<file path="config.mk">
export PLATFORM = sky130hd
export DESIGN_NAME = bcse_exec
export DESIGN_NICKNAME = d
export VERILOG_FILES = /design/src/hw/bcse_pkg.sv /design/src/hw/bcse_exec.sv /design/src/hw/bcse_fifo.sv
export VERILOG_INCLUDE_DIRS = /design/src /design/src/hw
export SDC_FILE = /design/constraint.sdc
export NUM_CORES = 1
export LEC_CHECK = 0
export BUFFER_PORTS_ARGS = -buffer_cell sky130_fd_sc_hd__buf_4
export CAP_MARGIN = 25
export CORE_ASPECT_RATIO = 1.1
export CORE_MARGIN = 3
export CORE_UTILIZATION = 30
export DETAILED_ROUTE_END_ITERATION = 8
export PLACE_DENSITY = 0.45
export SLEW_MARGIN = 20
export SYNTH_ARGS = -nofsm -noshare
export SYNTH_HDL_FRONTEND = slang
export SYNTH_SLANG_ARGS = --single-unit
</file>
<file path="constraint.sdc">
create_clock -name sys_clk -period 2.8 [get_ports sys_clk]
set_input_delay 0.14 -clock sys_clk [delete_from_list [all_inputs] [get_ports sys_clk]]
set_output_delay 0.14 -clock sys_clk [all_outputs]
set_load 0.05 [all_outputs]
</file>
<file path="src/hw/bcse_params.svh">
`ifndef BCSE_PARAMS_SVH
`define BCSE_PARAMS_SVH

// Register byte offsets on the bus
`define BCSE_OFS_CTRL 8'h00
`define BCSE_OFS_PC 8'h04
`define BCSE_OFS_SRC 8'h08
`define BCSE_OFS_TGT 8'h0c
`define BCSE_OFS_CNT 8'h10
`define BCSE_OFS_ACCFLG 8'h14
`define BCSE_OFS_STATUS 8'h18

// Control and status bit positions
`define BCSE_CTRL_START 0
`define BCSE_ST_BUSY 0
`define BCSE_ST_DONE 1
`define BCSE_ST_BADOP 2
`define BCSE_ST_INT 3

// Flag bit positions within the flag byte
`define BCSE_FLG_S 7
`define BCSE_FLG_Z 6
`define BCSE_FLG_H 4
`define BCSE_FLG_PV 2
`define BCSE_FLG_N 1
`define BCSE_FLG_C 0

// Reset values
`define BCSE_RST_WORD 16'h0000
`define BCSE_RST_BYTE 8'h00

// Opcode bytes
`define BCSE_OP_PREFIX 8'hed
`define BCSE_OP_COPY_DN_R 8'hb8
`define BCSE_OP_CMP_UP 8'ha1
`define BCSE_OP_CMP_UP_R 8'hb1
`define BCSE_OP_CMP_DN 8'ha9
`define BCSE_OP_CMP_DN_R 8'hb9

// Machine cycle lengths in clock states, one state per clock
`define BCSE_T_FETCH 4
`define BCSE_T_READ 3
`define BCSE_T_EXEC 5
`define BCSE_T_REPEAT 5
`define BCSE_PC_REWIND 16'h0002

// Data buffer shape
`define BCSE_DATA_W 8
`define BCSE_FIFO_DEPTH 32

`endif

</file>
<file path="src/hw/bcse_pkg.sv">
`default_nettype none
package bcse_pkg;
    typedef logic [15:0] bcse_word_t;
    typedef logic [7:0] bcse_byte_t;

    // Machine cycle currently running
    typedef enum logic [2:0] {
        PH_IDLE, PH_FETCH1, PH_FETCH2, PH_READ, PH_EXEC, PH_REPEAT
    } bcse_phase_t;

    // Decoded block operation
    typedef enum logic [1:0] {OPK_COPY_DN, OPK_CMP_UP, OPK_CMP_DN} bcse_opk_t;

    typedef struct packed {
        bcse_phase_t phase;
        logic [2:0] tCnt;
        bcse_opk_t op;
        logic rep;
        bcse_word_t pc;
        bcse_word_t src;
        bcse_word_t tgt;
        bcse_word_t cnt;
        bcse_byte_t acc;
        bcse_byte_t flags;
        bcse_byte_t data;
        logic busy;
        logic done;
        logic badOp;
        logic intTaken;
        logic [4:0] iterT;
        bcse_word_t memAddr;
        bcse_byte_t memWrData;
        logic memRd;
        logic memWr;
        logic memRfsh;
        logic wbAck;
        logic [31:0] wbDat;
        logic irqS1;
        logic irqS2;
    } bcse_state_t;
endpackage : bcse_pkg
`default_nettype wire

</file>
<file path="src/hw/bcse_exec.sv">
// Implementation choices: the register offsets and the Wishbone slave port.
`timescale 1ns/1ps
`default_nettype none
`include "bcse_params.svh"

// Operation
// - ED B8 copies byte at source to target, then decrements source, target, counter.
// - Copy ends when counter hits zero; otherwise PC moves back two and repeats.
// - Between repeats interrupts are accepted; two refresh cycles precede each byte.
// - Copy starting with counter zero wraps and moves 64 Kbytes.
// - Copy keeps sign and equal flags; clears nibble borrow, parity, subtract.
// - ED A1 compares accumulator with source byte, source up, counter down.
// - Compare sets sign, equal, bit 4 borrow, counter-nonzero, subtract; carry kept.
// - Compare changes only flags, source pointer and counter.
// - ED B1 repeats upward compare until counter zero or a match.
// - Search starting with counter zero wraps over 64 Kbytes unless matched.
// - ED A9 compares, then decrements source pointer and counter.
// - ED B9 repeats downward compare until counter zero or a match.
module bcse_exec (
    input wire logic sys_clk, // 50 MHz system clock
    input wire logic rst, // Synchronous reset, high
    input wire logic wb_cyc_i, // Bus cycle
    input wire logic wb_stb_i, // Bus strobe
    input wire logic wb_we_i, // Bus write
    input wire logic [7:0] wb_adr_i, // Byte address
    input wire logic [31:0] wb_dat_i, // Write data
    input wire logic [3:0] wb_sel_i, // Byte enables
    output logic [31:0] wb_dat_o, // Read data
    output logic wb_ack_o, // Bus acknowledge
    output bcse_pkg::bcse_word_t memAddr, // Memory address
    output bcse_pkg::bcse_byte_t memWrData, // Memory write byte
    input wire bcse_pkg::bcse_byte_t memRdData, // Memory read byte
    output logic memRd, // Memory read request
    output logic memWr, // Memory write request
    output logic memRfsh, // Refresh state
    input wire logic memWait, // Memory wait state
    input wire logic intReq, // Interrupt pending pin
    output logic execBusy // Instruction running
);
    import bcse_pkg::*;

    bcse_state_t q;
    bcse_state_t n;
    logic isCopy;
    logic rdStall;
    logic wrStall;
    logic stall;
    logic fifoPush;
    logic fifoPop;
    logic fifoInReady;
    logic fifoOutValid;
    bcse_byte_t fifoData;
    logic [2:0] tLast;
    logic [8:0] diff;
    bcse_word_t cntDec;
    logic match;
    logic halfBorrow;
    logic again;
    logic endExec;
    logic endRep;

    // Last clock state index of each machine cycle
    function automatic logic [2:0] lastOf(bcse_phase_t p);
        case (p)
            PH_FETCH1, PH_FETCH2: lastOf = 3'(`BCSE_T_FETCH - 1);
            PH_READ: lastOf = 3'(`BCSE_T_READ - 1);
            PH_EXEC: lastOf = 3'(`BCSE_T_EXEC - 1);
            default: lastOf = 3'(`BCSE_T_REPEAT - 1);
        endcase
    endfunction : lastOf

    // Merge the two low byte lanes of a write into a 16-bit register
    function automatic bcse_word_t merge16(bcse_word_t old, logic [31:0] d, logic [3:0] s);
        merge16 = old;
        if (s[0]) begin
            merge16[7:0] = d[7:0];
        end
        if (s[1]) begin
            merge16[15:8] = d[15:8];
        end
    endfunction : merge16

    // Stalls: memory wait, full buffer on read, empty buffer before write
    assign isCopy = q.op == OPK_COPY_DN;
    assign rdStall = q.memRd && (q.tCnt == 3'd1)
        && (memWait || (q.phase == PH_READ && isCopy && !fifoInReady));
    assign wrStall = (q.phase == PH_EXEC) && isCopy
        && ((q.tCnt == 3'd0 && !fifoOutValid) || (q.tCnt == 3'd2 && memWait));
    assign stall = rdStall || wrStall;
    assign fifoPush = (q.phase == PH_READ) && isCopy && (q.tCnt == 3'd1) && q.memRd && !memWait;
    assign fifoPop = (q.phase == PH_EXEC) && isCopy && (q.tCnt == 3'd0);
    assign tLast = lastOf(q.phase);

    // Compare arithmetic, never written back to the accumulator
    assign diff = {1'b0, q.acc} - {1'b0, q.data};
    assign match = q.acc == q.data;
    assign halfBorrow = q.acc[3:0] < q.data[3:0];
    assign cntDec = q.cnt - 16'h0001;
    // Zero start count wraps to ffff here, so the loop runs the full range
    assign again = q.rep && (cntDec != 16'h0000) && (isCopy || !match);
    assign endExec = q.busy && q.phase == PH_EXEC && q.tCnt == tLast && !stall;
    assign endRep = q.busy && q.phase == PH_REPEAT && q.tCnt == tLast && !stall;

    // Copied byte passes a buffer between the read and the write cycle
    bcse_fifo #(
        .W(`BCSE_DATA_W),
        .D(`BCSE_FIFO_DEPTH)
    ) u_fifo (
        .sys_clk(sys_clk),
        .rst(rst),
        .inValid(fifoPush),
        .inReady(fifoInReady),
        .inData(memRdData),
        .outValid(fifoOutValid),
        .outReady(fifoPop),
        .outData(fifoData)
    );

    // Next-state logic: bus slave, sequencer, then registered outputs
    always_comb begin
        n = q;
        n.irqS1 = intReq;
        n.irqS2 = q.irqS1;
        n.wbAck = wb_cyc_i && wb_stb_i && !q.wbAck;
        case (wb_adr_i)
            `BCSE_OFS_PC: n.wbDat = {16'h0000, q.pc};
            `BCSE_OFS_SRC: n.wbDat = {16'h0000, q.src};
            `BCSE_OFS_TGT: n.wbDat = {16'h0000, q.tgt};
            `BCSE_OFS_CNT: n.wbDat = {16'h0000, q.cnt};
            `BCSE_OFS_ACCFLG: n.wbDat = {16'h0000, q.flags, q.acc};
            `BCSE_OFS_STATUS: n.wbDat = {19'h00000, q.iterT, 4'h0,
                q.intTaken, q.badOp, q.done, q.busy};
            default: n.wbDat = 32'h00000000;
        endcase
        // Writes land on the edge that ends the ack cycle; operands locked while busy
        if (q.wbAck && wb_we_i) begin
            case (wb_adr_i)
                `BCSE_OFS_CTRL: begin
                    if (wb_sel_i[0] && wb_dat_i[`BCSE_CTRL_START] && !q.busy) begin
                        n.busy = 1'b1;
                        n.phase = PH_FETCH1;
                        n.tCnt = 3'd0;
                        n.iterT = 5'd0;
                    end
                end
                `BCSE_OFS_PC: n.pc = q.busy ? q.pc : merge16(q.pc, wb_dat_i, wb_sel_i);
                `BCSE_OFS_SRC: n.src = q.busy ? q.src : merge16(q.src, wb_dat_i, wb_sel_i);
                `BCSE_OFS_TGT: n.tgt = q.busy ? q.tgt : merge16(q.tgt, wb_dat_i, wb_sel_i);
                `BCSE_OFS_CNT: n.cnt = q.busy ? q.cnt : merge16(q.cnt, wb_dat_i, wb_sel_i);
                `BCSE_OFS_ACCFLG: begin
                    if (!q.busy) begin
                        {n.flags, n.acc} = merge16({q.flags, q.acc}, wb_dat_i, wb_sel_i);
                    end
                end
                `BCSE_OFS_STATUS: begin
                    if (wb_sel_i[0]) begin
                        n.done = q.done && !wb_dat_i[`BCSE_ST_DONE];
                        n.badOp = q.badOp && !wb_dat_i[`BCSE_ST_BADOP];
                        n.intTaken = q.intTaken && !wb_dat_i[`BCSE_ST_INT];
                    end
                end
                default: begin
                end
            endcase
        end
        // Sequencer; sets below come after the clears, so a set wins
        if (q.busy && !stall) begin
            n.iterT = q.iterT + 5'd1;
            if (q.memRd && q.tCnt == 3'd1) begin
                n.data = memRdData;
            end
            if (fifoPop) begin
                n.memWrData = fifoData;
            end
            if (q.tCnt != tLast) begin
                n.tCnt = q.tCnt + 3'd1;
            end else begin
                n.tCnt = 3'd0;
                case (q.phase)
                    PH_FETCH1: begin
                        n.pc = q.pc + 16'h0001;
                        if (q.data == `BCSE_OP_PREFIX) begin
                            n.phase = PH_FETCH2;
                        end else begin
                            n.phase = PH_IDLE;
                            n.busy = 1'b0;
                            n.badOp = 1'b1;
                        end
                    end
                    PH_FETCH2: begin
                        n.pc = q.pc + 16'h0001;
                        n.phase = PH_READ;
                        case (q.data)
                            `BCSE_OP_COPY_DN_R: begin
                                n.op = OPK_COPY_DN;
                                n.rep = 1'b1;
                            end
                            `BCSE_OP_CMP_UP: begin
                                n.op = OPK_CMP_UP;
                                n.rep = 1'b0;
                            end
                            `BCSE_OP_CMP_UP_R: begin
                                n.op = OPK_CMP_UP;
                                n.rep = 1'b1;
                            end
                            `BCSE_OP_CMP_DN: begin
                                n.op = OPK_CMP_DN;
                                n.rep = 1'b0;
                            end
                            `BCSE_OP_CMP_DN_R: begin
                                n.op = OPK_CMP_DN;
                                n.rep = 1'b1;
                            end
                            default: begin
                                n.phase = PH_IDLE;
                                n.busy = 1'b0;
                                n.badOp = 1'b1;
                            end
                        endcase
                    end
                    PH_READ: n.phase = PH_EXEC;
                    PH_EXEC: begin
                        n.cnt = cntDec;
                        if (isCopy) begin
                            n.src = q.src - 16'h0001;
                            n.tgt = q.tgt - 16'h0001;
                            n.flags[`BCSE_FLG_H] = 1'b0;
                            n.flags[`BCSE_FLG_PV] = 1'b0;
                            n.flags[`BCSE_FLG_N] = 1'b0;
                        end else begin
                            if (q.op == OPK_CMP_UP) begin
                                n.src = q.src + 16'h0001;
                            end else begin
                                n.src = q.src - 16'h0001;
                            end
                            n.flags[`BCSE_FLG_S] = diff[7];
                            n.flags[`BCSE_FLG_Z] = match;
                            n.flags[`BCSE_FLG_H] = halfBorrow;
                            n.flags[`BCSE_FLG_PV] = cntDec != 16'h0000;
                            n.flags[`BCSE_FLG_N] = 1'b1;
                        end
                        // Counter zero, a compare match or a non-repeating op ends; otherwise one more cycle
                        if (again) begin
                            n.phase = PH_REPEAT;
                        end else begin
                            n.phase = PH_IDLE;
                            n.busy = 1'b0;
                            n.done = 1'b1;
                        end
                    end
                    PH_REPEAT: begin
                        n.pc = q.pc - `BCSE_PC_REWIND;
                        n.iterT = 5'd0;
                        // PC left on the prefix, so a restart resumes the loop
                        if (q.irqS2) begin
                            n.phase = PH_IDLE;
                            n.busy = 1'b0;
                            n.intTaken = 1'b1;
                        end else begin
                            n.phase = PH_FETCH1;
                        end
                    end
                    default: begin
                        n.phase = PH_IDLE;
                        n.busy = 1'b0;
                    end
                endcase
            end
        end
        // Bus pins follow the next state so they leave flip-flops
        n.memRd = n.busy && (n.phase == PH_FETCH1 || n.phase == PH_FETCH2
            || n.phase == PH_READ) && (n.tCnt < 3'd2);
        n.memWr = n.busy && n.phase == PH_EXEC && n.op == OPK_COPY_DN
            && (n.tCnt == 3'd1 || n.tCnt == 3'd2);
        // Refresh closes each opcode fetch: two per iteration
        n.memRfsh = n.busy && (n.phase == PH_FETCH1 || n.phase == PH_FETCH2)
            && (n.tCnt >= 3'd2);
        case (n.phase)
            PH_FETCH1, PH_FETCH2: n.memAddr = n.pc;
            PH_READ: n.memAddr = n.src;
            PH_EXEC: n.memAddr = isCopy || n.op == OPK_COPY_DN ? n.tgt : q.memAddr;
            default: n.memAddr = q.memAddr;
        endcase
    end

    // Single state register
    always_ff @(posedge sys_clk) begin
        if (rst) begin
            q <= '0;
        end else begin
            q <= n;
        end
    end

    assign wb_dat_o = q.wbDat;
    assign wb_ack_o = q.wbAck;
    assign memAddr = q.memAddr;
    assign memWrData = q.memWrData;
    assign memRd = q.memRd;
    assign memWr = q.memWr;
    assign memRfsh = q.memRfsh;
    assign execBusy = q.busy;
endmodule : bcse_exec
`default_nettype wire

</file>
<file path="src/hw/bcse_fifo.sv">
`timescale 1ns/1ps
`default_nettype none
module bcse_fifo #(
    parameter int W = 8,
    parameter int D = 32
) (
    input wire logic sys_clk, // System clock
    input wire logic rst, // Synchronous reset
    input wire logic inValid, // Write side offers a word
    output logic inReady, // Room for a word
    input wire logic [W-1:0] inData, // Word to store
    output logic outValid, // A word waits
    input wire logic outReady, // Read side takes the word
    output logic [W-1:0] outData // Oldest word
);
    localparam int AW = $clog2(D);

    typedef struct packed {
        logic [D-1:0][W-1:0] mem;
        logic [AW-1:0] wp;
        logic [AW-1:0] rp;
        logic [AW:0] cnt;
    } bcse_fifo_st_t;

    bcse_fifo_st_t q;
    bcse_fifo_st_t n;
    logic push;
    logic pop;

    // Honest full and empty straight from the fill count
    assign inReady = q.cnt != (AW+1)'(D);
    assign outValid = q.cnt != '0;
    assign outData = q.mem[q.rp];
    assign push = inValid && inReady;
    assign pop = outValid && outReady;

    // Pointers wrap by width, so depth must be a power of two
    always_comb begin
        n = q;
        if (push) begin
            n.mem[q.wp] = inData;
            n.wp = q.wp + AW'(1);
        end
        if (pop) begin
            n.rp = q.rp + AW'(1);
        end
        n.cnt = q.cnt + (AW+1)'(push) - (AW+1)'(pop);
    end

    always_ff @(posedge sys_clk) begin
        if (rst) begin
            q <= '0;
        end else begin
            q <= n;
        end
    end
endmodule : bcse_fifo
`default_nettype wire

</file>
## Word-level counts from Yosys, hierarchy flattened

Index checks and enable logic that the tools add are counted.

| cells by class | value |
|---|---|
| $add $sub $neg | 13 |
| order comparisons | 6 |
| equal/unequal tests | 30 |
| muxes and demuxes | 81 |
| bitwise operators | 2 |
| reductions and logical operators | 72 |

Operator list:

| kind | number |
|---|---|
| $bwmux 256 | 1 |
| $mux 16 | 14 |
| $mux 8 | 12 |
| $pmux 16 s6 | 1 |
| $mux 80 | 1 |
| $mux 73 | 1 |
| $mux 67 | 1 |
| $eq 8x8->1 const B | 6 |
| $mux 48 | 1 |
| $pmux 16 s3 | 1 |
| $sub 16x1->16 const B | 3 |
| $bmux 8 s5 | 1 |
| $demux 8 s5 | 1 |
| $logic_and 1x1->1 | 33 |
| $add 16x1->16 const B | 2 |
| $pmux 16 s2 | 1 |
| $pmux 3 s5 | 2 |
| $mux 9 | 3 |
| $eq 8x5->1 const B | 3 |
| $mux 6 | 4 |
| $mux 2 | 11 |
| $eq 3x2->1 const B | 6 |
| $mux 3 | 6 |
| $eq 8x4->1 const B | 2 |
| 40 further kinds | 87 |

| storage, ports and cells | value |
|---|---|
| bits in registers | 440 |
| bits of input ports | 59 |

## Logic depth before layout (Yosys ltp)

Gate-level depths: netlist of run 1.

| logic depth | value |
|---|---|
| depth in word-level cells | 14 |
| mapped depth | 17 |
| gate-level depth less buffers | 15 |

## By module

A second synthesis of run 1 with hierarchy kept.

| second synthesis, totals | value |
|---|---|
| cell total of the unflattened synthesis | 2419 |
| area, all modules | 22097.4 um^2 |

Modules (own cells, without submodules):

| module | instances | cells an instance | area an instance (um^2) |
|---|---|---|---|
| bcse_fifo | 1 | 1147 | 12418.2 |
| bcse_exec | 1 | 1272 | 9679.3 |

## Least setup slack after synthesis of run 1

No wires, ideal clock.

| timing | value |
|---|---|
| path kind | register -> register |
| start | register q[97] (netlist name) |
| end | register q, in the netlist memAddr[10] |
| setup time | 144 ps |
| arrival | 2820 ps |
| required time | 2656 ps |
| path slack | -164 ps |
| stages on the path, launching flop included | 11 |
| period minus slack after synthesis | 2964 ps |
| path through | dfxtp_1 -> or3_1 -> buf_2 -> xnor2_1 -> or4_1 -> a211o_1 -> a21bo_4 -> a221oi_4 -> a21o_4 -> buf_6 -> a311oi_2 |

| on the way | value |
|---|---|
| longest elaborated chain between the ends | 12 |

RTL lines:

| element | line | source |
|---|---|---|
| from (decl) | bcse_exec.sv:42 | `bcse_state_t q;` |
| from (signal assigned) | bcse_exec.sv:291 | `q <= n;` |
| $sub 16x1->16 (*) | bcse_exec.sv:98 | `assign cntDec = q.cnt - 16'h0001;` |
| $reduce_bool 16->1 (*) | bcse_exec.sv:100 | `assign again = q.rep && (cntDec != 16'h0000) && (isCopy \|\| !match);` |
| $logic_and 1x1->1 (*) (2 in series) | bcse_exec.sv:100 |  |
| $mux 3 (*) | bcse_exec.sv:243 | `if (again) begin` |
| $pmux 3 s5 (*) | bcse_exec.sv:179 | `case (q.phase)` |
| $mux 3 (*) | bcse_exec.sv:175 | `if (q.tCnt != tLast) begin` |
| $mux 73 (*) | bcse_exec.sv:167 | `if (q.busy && !stall) begin` |
| $eq 3x1->1 / $eq 3x2->1 (equally long branches) | bcse_exec.sv:278 | `case (n.phase)` |
| $reduce_or 2->1 | bcse_exec.sv:278 |  |
| $reduce_bool 3->1 (no source line) | -- |  |
| $reduce_and 2->1 (no source line) | -- |  |

Every way passes the cells marked *; elsewhere a longest branch is shown, timed or not.
A chain may end at the register's enable or synchronous reset.

## Final worst setup path of run 1

| timing | value |
|---|---|
| start | register q[165] (netlist name) |
| end | register q, in the netlist memAddr[3] |

| on the way | value |
|---|---|
| longest elaborated chain between the ends | 13 |

RTL lines:

| element | line |
|---|---|
| parallel branches: the longest is 8 deep, another holds $eq 3x2->1 | -- |
| $mux 73 (*) | bcse_exec.sv:167 |
| $eq 3x1->1, or another cell as far along | bcse_exec.sv:278 |
| $reduce_or 2->1 / $logic_or 1x1->1 (equally long branches) | bcse_exec.sv:278, bcse_exec.sv:281 |
| $reduce_bool 3->1 (no source line) / $ne 2x1->1 (equally long branches) | -- |
| $reduce_and 2->1 (no source line) | -- |

Mark *: on every way between the ends. The select of a mux whose other input is x is not followed.

==> reports/qor.yml, run 1 <==
timing:
  finalMaxSlewViolations: 0
  rsz0062_at_grt: "true"
  skew_ns: 0.0290
  setup_slack_ns: -0.0932
  fmax_mhz: 346
  fin_crit_sh_pct: 103
  period_needed_ns: 2.89
  worstMarginPinSlew_ns: 0.930
  setup_viol: 15
  fin_setup_tns_ns: -1.03
  hold_violations: 0
  slew_headroom_pct: 38.0
global_route:
  globalRouteOverflowTotal: 0
  antenna_found_initial: 0
  grt_max_degree: 199
  grt_pass1_vias: 20700
  grt_pass1_wl_um: 128000
  track_usage_pct: 21.4
placement:
  gp_congestion: 0.909
  dpl-instance-area_mm2: 0.0249
  place_inst: 3681
  dpl.hpwl_um: 58900
  io_buffers: 85
clocking:
  cts_tree: "built"
  cts.sinks: 424
  clock_insertion_delay_worst_skew_ns: 0.61
  cts_made_buffers: 49
  cts_buffer_depth: 3
  cts.clk_slew.worst_paths_ns: 0.06
  h-tree-depth: 2
  cts-root-buf: "clkbuf_16"
synth:
  yosys_warnings: 0
  synth.most_common_cell: "dfxtp_1"
  synthXorXnorAreaFrac_pct: 0.993
  synthFlopType: "dfxtp_1"
  yosys.area.top_type: "dfxtp_1"
  synth_commonest_cells: "dfxtp_1, nand2_1, a21oi_1"
  synthMuxAreaShare_pct: 10.1
  synth-seq-cells: 424
  synth-edff-count: 0
  synthArstFlopShare_pct: 0
  yosys.area_share.simple_pct: 23.0
  synth.distinct_cells: 95
  yosys-top-cells-area: "dfxtp_1, mux4_2, a21oi_1"
  synthCells: 2658
  netlist.area_leader.share_pct: 38.5
  synth_area_mm2: 0.0221
  synth_area_per_cell_um2: 8.30
  synth_compound_area_share_pct: 18.4
  synthAdderAreaFrac_pct: 2.02
  synth_top_family_by_area: "simple AND/OR/NAND/NOR gates"
  seq_area_frac_synth_pct: 38.5
layout:
  n_antenna_cell: 0
  post-route-util_pct: 38.0
  area_growth_pct: 24.4
  finish.instance_area_mm2: 0.0274
  nNetsFinal: 2931
  nFillCells: 7326
  multi_input_area_mm2: 0.0126
  seq_area_mm2: 0.00851
  layout.cells.non_filler: 3814
  drive_gt1_share_pct: 22.6
min_path:
  hp-class: "in2reg"
  holdPathStages: 3
  min-delay-start: "memRdData[5]"
  min_to: "u_fifo.q[173]"
floorplan:
  die_height_um: 290
  start_util_pct: 30.5
  core_area_mm2: 0.0723
  die_area_mm2: 0.0768
  io_pins: 120
  dieWidth_um: 265
  rows: 103
worst_setup_path:
  timing.rr.start: "q[165]"
  worstSetupStartpointType: "flip-flop"
  r2r-end: "memAddr[3]"
  crit_type: "reg2reg"
  crit_fanout: 7
  crit_arrival_ns: 3.40
  crit_path_end_kind: "flip-flop"
  rrSetupSlack_ns: -0.09
  reg2regPathDepth: 12
  cp.required_ns: 3.31
pwr:
  peakVddDrop_uv: 374
  powerDensity_mw_per_mm2: 472
  leakagePower_uw: 0.00961
routing:
  drc_errors: 0
  vias: 21000
  ant_nets: 0
  wl_per_cell_um: 22.3
  drtIter0Drc: 1711
  via_per_inst: 5.51
  routed_wl_um: 85000
  dr.pass1.iters: 9
run_status:
  status: "finished with violations"
  violations: "setup timing"
job:
  maxCapViolCount: 0
## worst max-delay path: stages, from the launching register on
cell and delay (ns):
dfxtp_2 0.33, or3b_4 0.39, o41a_1 0.46, buf_6 0.15, o21ai_4 0.11, o211ai_1 0.13, a21boi_4 0.19, buf_6 0.15
a221oi_4 0.31, buf_12 0.17, buf_12 0.13, a211oi_2 0.04, a311oi_1 0.23
## power breakdown
group / total [uW] / switching (uW) / leakage (uW) / internal (uW)
registers: 6030 / 1.83 / 0.00342 / 6030
clock network: 6490 / 2730 / 0.000779 / 3760
logic: 423 / 332 / 0.00541 / 91.1
total: 12900 / 3070 / 0.00961 / 9880
## worst max-delay path by stage
stage	start	endpoint
after global routing	q[165]	memAddr[7]
after CTS	q[96]	memAddr[2]
final	q[165]	memAddr[3]
after global placement	u_fifo.q[2]	memAddr[1]
after floorplan	q[96]	memAddr[10]
after detailed placement	u_fifo.q[4]	memAddr[7]
## placed cells by master (no fill, tap or decap), types with 18 or more instances in the layout
cell type,instances
inv_1,44
buf_12,21
nor2_1,182
nor2b_1,19
dfxtp_1,413
ha_1,31
a21oi_1,355
o21ai_0,37
a22oi_1,22
mux4_2,80
a211oi_1,18
nand2_1,375
nand3_1,310
nor3_1,38
mux2i_1,41
buf_4,338
dlygate4sd3_1,25
clkbuf_16,49
## kinds of logic (layout without fill, tap and decap cells)
logic type | Yosys count | count (layout)
multiplexers | 123 | 123
AND/OR/NAND/NOR | 1083 | 1084
flip-flops | 424 | 424
other | 1 | 16
adder cells (fa/ha/maj) | 35 | 35
buffers and inverters | 335 | 528
XOR/XNOR | 25 | 25
AO/OA/AOI/OAI | 632 | 634
## layout make-up
| cell class | count | area share (%) |
|---|---|---|
| Timing Repair Buffer | 399 | 12.4 |
| Sequential cell | 424 | 31.0 |
| Multi-Input combinational cell | 1917 | 45.9 |
| Clock inverter | 14 | 0.711 |
| Inverter | 46 | 0.629 |
| Tap cell | 945 | 4.31 |
| Clock buffer | 69 | 5.11 |
## per-stage QoR
| stage | hold slack (ns) | setup slack (ns) | total power (uW) |
|---|---|---|---|
| after floorplan | 0.258 | -0.0227 | 6400 |
| after global placement | 0.386 | -0.254 | 6560 |
| after detailed placement | 0.389 | -0.242 | 6560 |
| after CTS | 0.00264 | -0.106 | 13100 |
| after global routing | 0.0305 | -0.180 | 13400 |
| final | 0.0331 | -0.0932 | 12900 |
## state kept, by name (all words and copies together), names as in the netlist
register   flops
execBusy       1
n              1
memWr          1
wb_dat_o      16
memWrData      8
memRd          1
memRfsh        1
q            106
u_fifo.q     272
memAddr       16
wb_ack_o       1
## metal layers
metal	share of wire [%]	up-vias	track usage, %
li1	-	9880	-
met3	5.7	173	2.93
met1	41	10200	26.5
met2	49	734	37.3
met5	0	-	0
met4	4.4	0	8.76
## repair_timing
item / in CTS / in global routing
endpoints found under the hold margin: 98 / 0
gates cloned: 3 / 3
setup endpoints to repair: 19 / 59
buffers inserted: 6 / 16
hold buffers: 25 / 0
resized for setup: 25 / 76
pin swaps: 20 / 55
Note: power is estimated with default switching activity, not from simulation.
==> run 2: changes to the inputs <==
--- a/config.mk
+++ b/config.mk
@@ -9,9 +9,9 @@
 export BUFFER_PORTS_ARGS = -buffer_cell sky130_fd_sc_hd__buf_4
 export CAP_MARGIN = 25
 export CORE_ASPECT_RATIO = 1.1
-export CORE_MARGIN = 3
 export CORE_UTILIZATION = 30
 export DETAILED_ROUTE_END_ITERATION = 8
+export GPL_TIMING_DRIVEN = 0
 export PLACE_DENSITY = 0.45
 export SLEW_MARGIN = 20
 export SYNTH_ARGS = -nofsm -noshare
==> reports/qor.yml, run 2 (synthesized netlist as in run 1, its figures left out) <==
routing:
  routed_wl_um: 94000
  drtIter0Drc: 2108
  via_per_inst: 5.64
  dr.pass1.iters: 9
  vias: 21800
  drc_errors: 29
  ant_nets: 0
  wl_per_cell_um: 24.4
layout:
  drive_gt1_share_pct: 19.5
  top_register: "u_fifo.q"
  largest_reg_flops: 272
  nNetsFinal: 2975
  final_common_cell: "dfxtp_1"
  n_antenna_cell: 0
  reg.largest.list: "u_fifo.q (272), q (106)"
  layout.cells.non_filler: 3859
  area_growth_pct: 23.5
  final_cell_mix: "dfxtp_1, nand2_1, a21oi_1, nand3_1, buf_4"
global_route:
  grt_max_degree: 15
  track_usage_pct: 24.6
  antenna_found_initial: 1
  globalRouteOverflowTotal: 0
  grt_pass1_vias: 21200
  grt_pass1_wl_um: 138000
pwr:
  p_total_uw: 13100
  powerDensity_mw_per_mm2: 481
  leakagePower_uw: 0.00927
  peakVddDrop_uv: 348
worst_setup_path:
  crit_type: "reg2reg"
  crit_arrival_ns: 3.50
  worstSetupStartpointType: "flip-flop"
  crit_buf_inv: 4
  cp.required_ns: 3.24
  path_cells: "or2_1, buf_4, o41a_1, o21ai_4, buf_6, nor4_4, a21bo_4, a221oi_4, buf_12, a21o_4, clkbuf_16, a311oi_2"
  cp_slowest_cell: "dfxtp_2"
  slowest_delay_ns: 0.51
  critPathTopFamily: "compound AO/OA/AOI/OAI gates"
  crit_fanout: 8
  crit_path_end_kind: "flip-flop"
timing:
  setup_viol: 19
  period_needed_ns: 3.06
  slew_headroom_pct: 29.7
  rsz0062_at_grt: "true"
  worstMarginPinSlew_ns: 1.05
  fmax_mhz: 327
  setup_slack_ns: -0.256
  hold_violations: 0
  skew_ns: 0.0396
  fin_crit_sh_pct: 109
  finalMaxSlewViolations: 0
run_status:
  violations: "DRC, setup timing"
  status: "finished with violations"
placement:
  dpl.hpwl_um: 68600
  gp_congestion: 0.943
  io_buffers: 75
  place_inst: 3695
clocking:
  cts_tree: "built"
  h-tree-depth: 2
  clock_insertion_delay_worst_skew_ns: 0.63
  cts.clk_slew.worst_paths_ns: 0.06
  cts.sinks: 424
  cts_made_buffers: 52
  cts-root-buf: "clkbuf_16"
  cts_buffer_depth: 3
job:
  maxCapViolCount: 0
floorplan:
  core_area_mm2: 0.0723
  die_area_mm2: 0.0746
  io_pins: 120
  dieWidth_um: 261
  die_height_um: 286
  rows: 103
  start_util_pct: 30.5
min_path:
  hp-class: "in2reg"
[run 2: cell count changes in the layout (fill, tap and decap cells not counted), sizes merged]
cell         before  now
clkbuf           69  267
bufinv            3    0
clkinv            9    3
a22o              4    3
clkinvlp          1    0
a21o              7    6
dlygate4sd3      25   27
and3             13   12
buf             374  232
[run 2: path summary, 6_finish.rpt]
check,startpoint,endpoint,slack [ns],cells after the start
setup / recovery,q[161],memAddr[8],-0.26,12
hold / removal,memWait,u_fifo.q[11],0.07,5
setup reg to reg,q[161],memAddr[8],-0.26,12
hold reg to reg,n[0],q[0],0.44,1
[run 2: area by class of cell]
cell class | count | area (um^2)
Multi-Input combinational cell | 1914 | 12800
Inverter | 46 | 183
Fill cell | 7408 | 45100
Sequential cell | 424 | 8520
Tap cell | 945 | 1180
Clock buffer | 83 | 1550
Clock inverter | 4 | 60.1
Timing Repair Buffer | 169 | 1430
Buffer | 274 | 1520
[run 2: where the power goes]
| group | switching, uW | internal (uW) |
|---|---|---|
| clock network | 2810 | 3760 |
| logic | 400 | 112 |
| registers | 1.63 | 6030 |
| total | 3210 | 9900 |
[run 2: worst reg2reg max path, stage by stage (launching register included)]
cell and delay [ns]:
dfxtp_2 0.51, or2_1 0.15, buf_4 0.24, o41a_1 0.28
o21ai_4 0.13, buf_6 0.16, nor4_4 0.29, a21bo_4 0.29
a221oi_4 0.29, buf_12 0.16, a21o_4 0.16, clkbuf_16 0.17
a311oi_2 0.08
[run 2: repair_timing]
action / in CTS / in global routing
setup endpoints to repair: 379 / 228
hold endpoints to repair: 57 / 0
cloned: 1 / 3
hold buffers: 27 / 0
buffers inserted: 34 / 23
resized for setup: 181 / 104
pin swaps: 32 / 37
[run 2: through the flow]
stage                     utilization, %  hold WS [ns]  area, um^2  setup TNS (ns)  setup WS [ns]
after floorplan                        -         0.258       22200          -0.203        -0.0227
after global placement              33.1         0.366       23900         -463.20          -1.82
after detailed placement            33.1         0.370       23900         -364.36          -1.42
after CTS                           36.9        0.0320       26700           -3.29         -0.226
after global routing                37.7        0.0789       27200           -5.74         -0.327
final                               37.7        0.0735       27200           -3.86         -0.256
[run 2: routing by layer]
metal	GRT usage (%)	vias up	routed length [um]
li1	-	9976	-
met5	0	-	17
met3	3.37	244	5330
met2	43.2	849	46400
met4	12.4	2	5500
met1	29.1	10700	36800
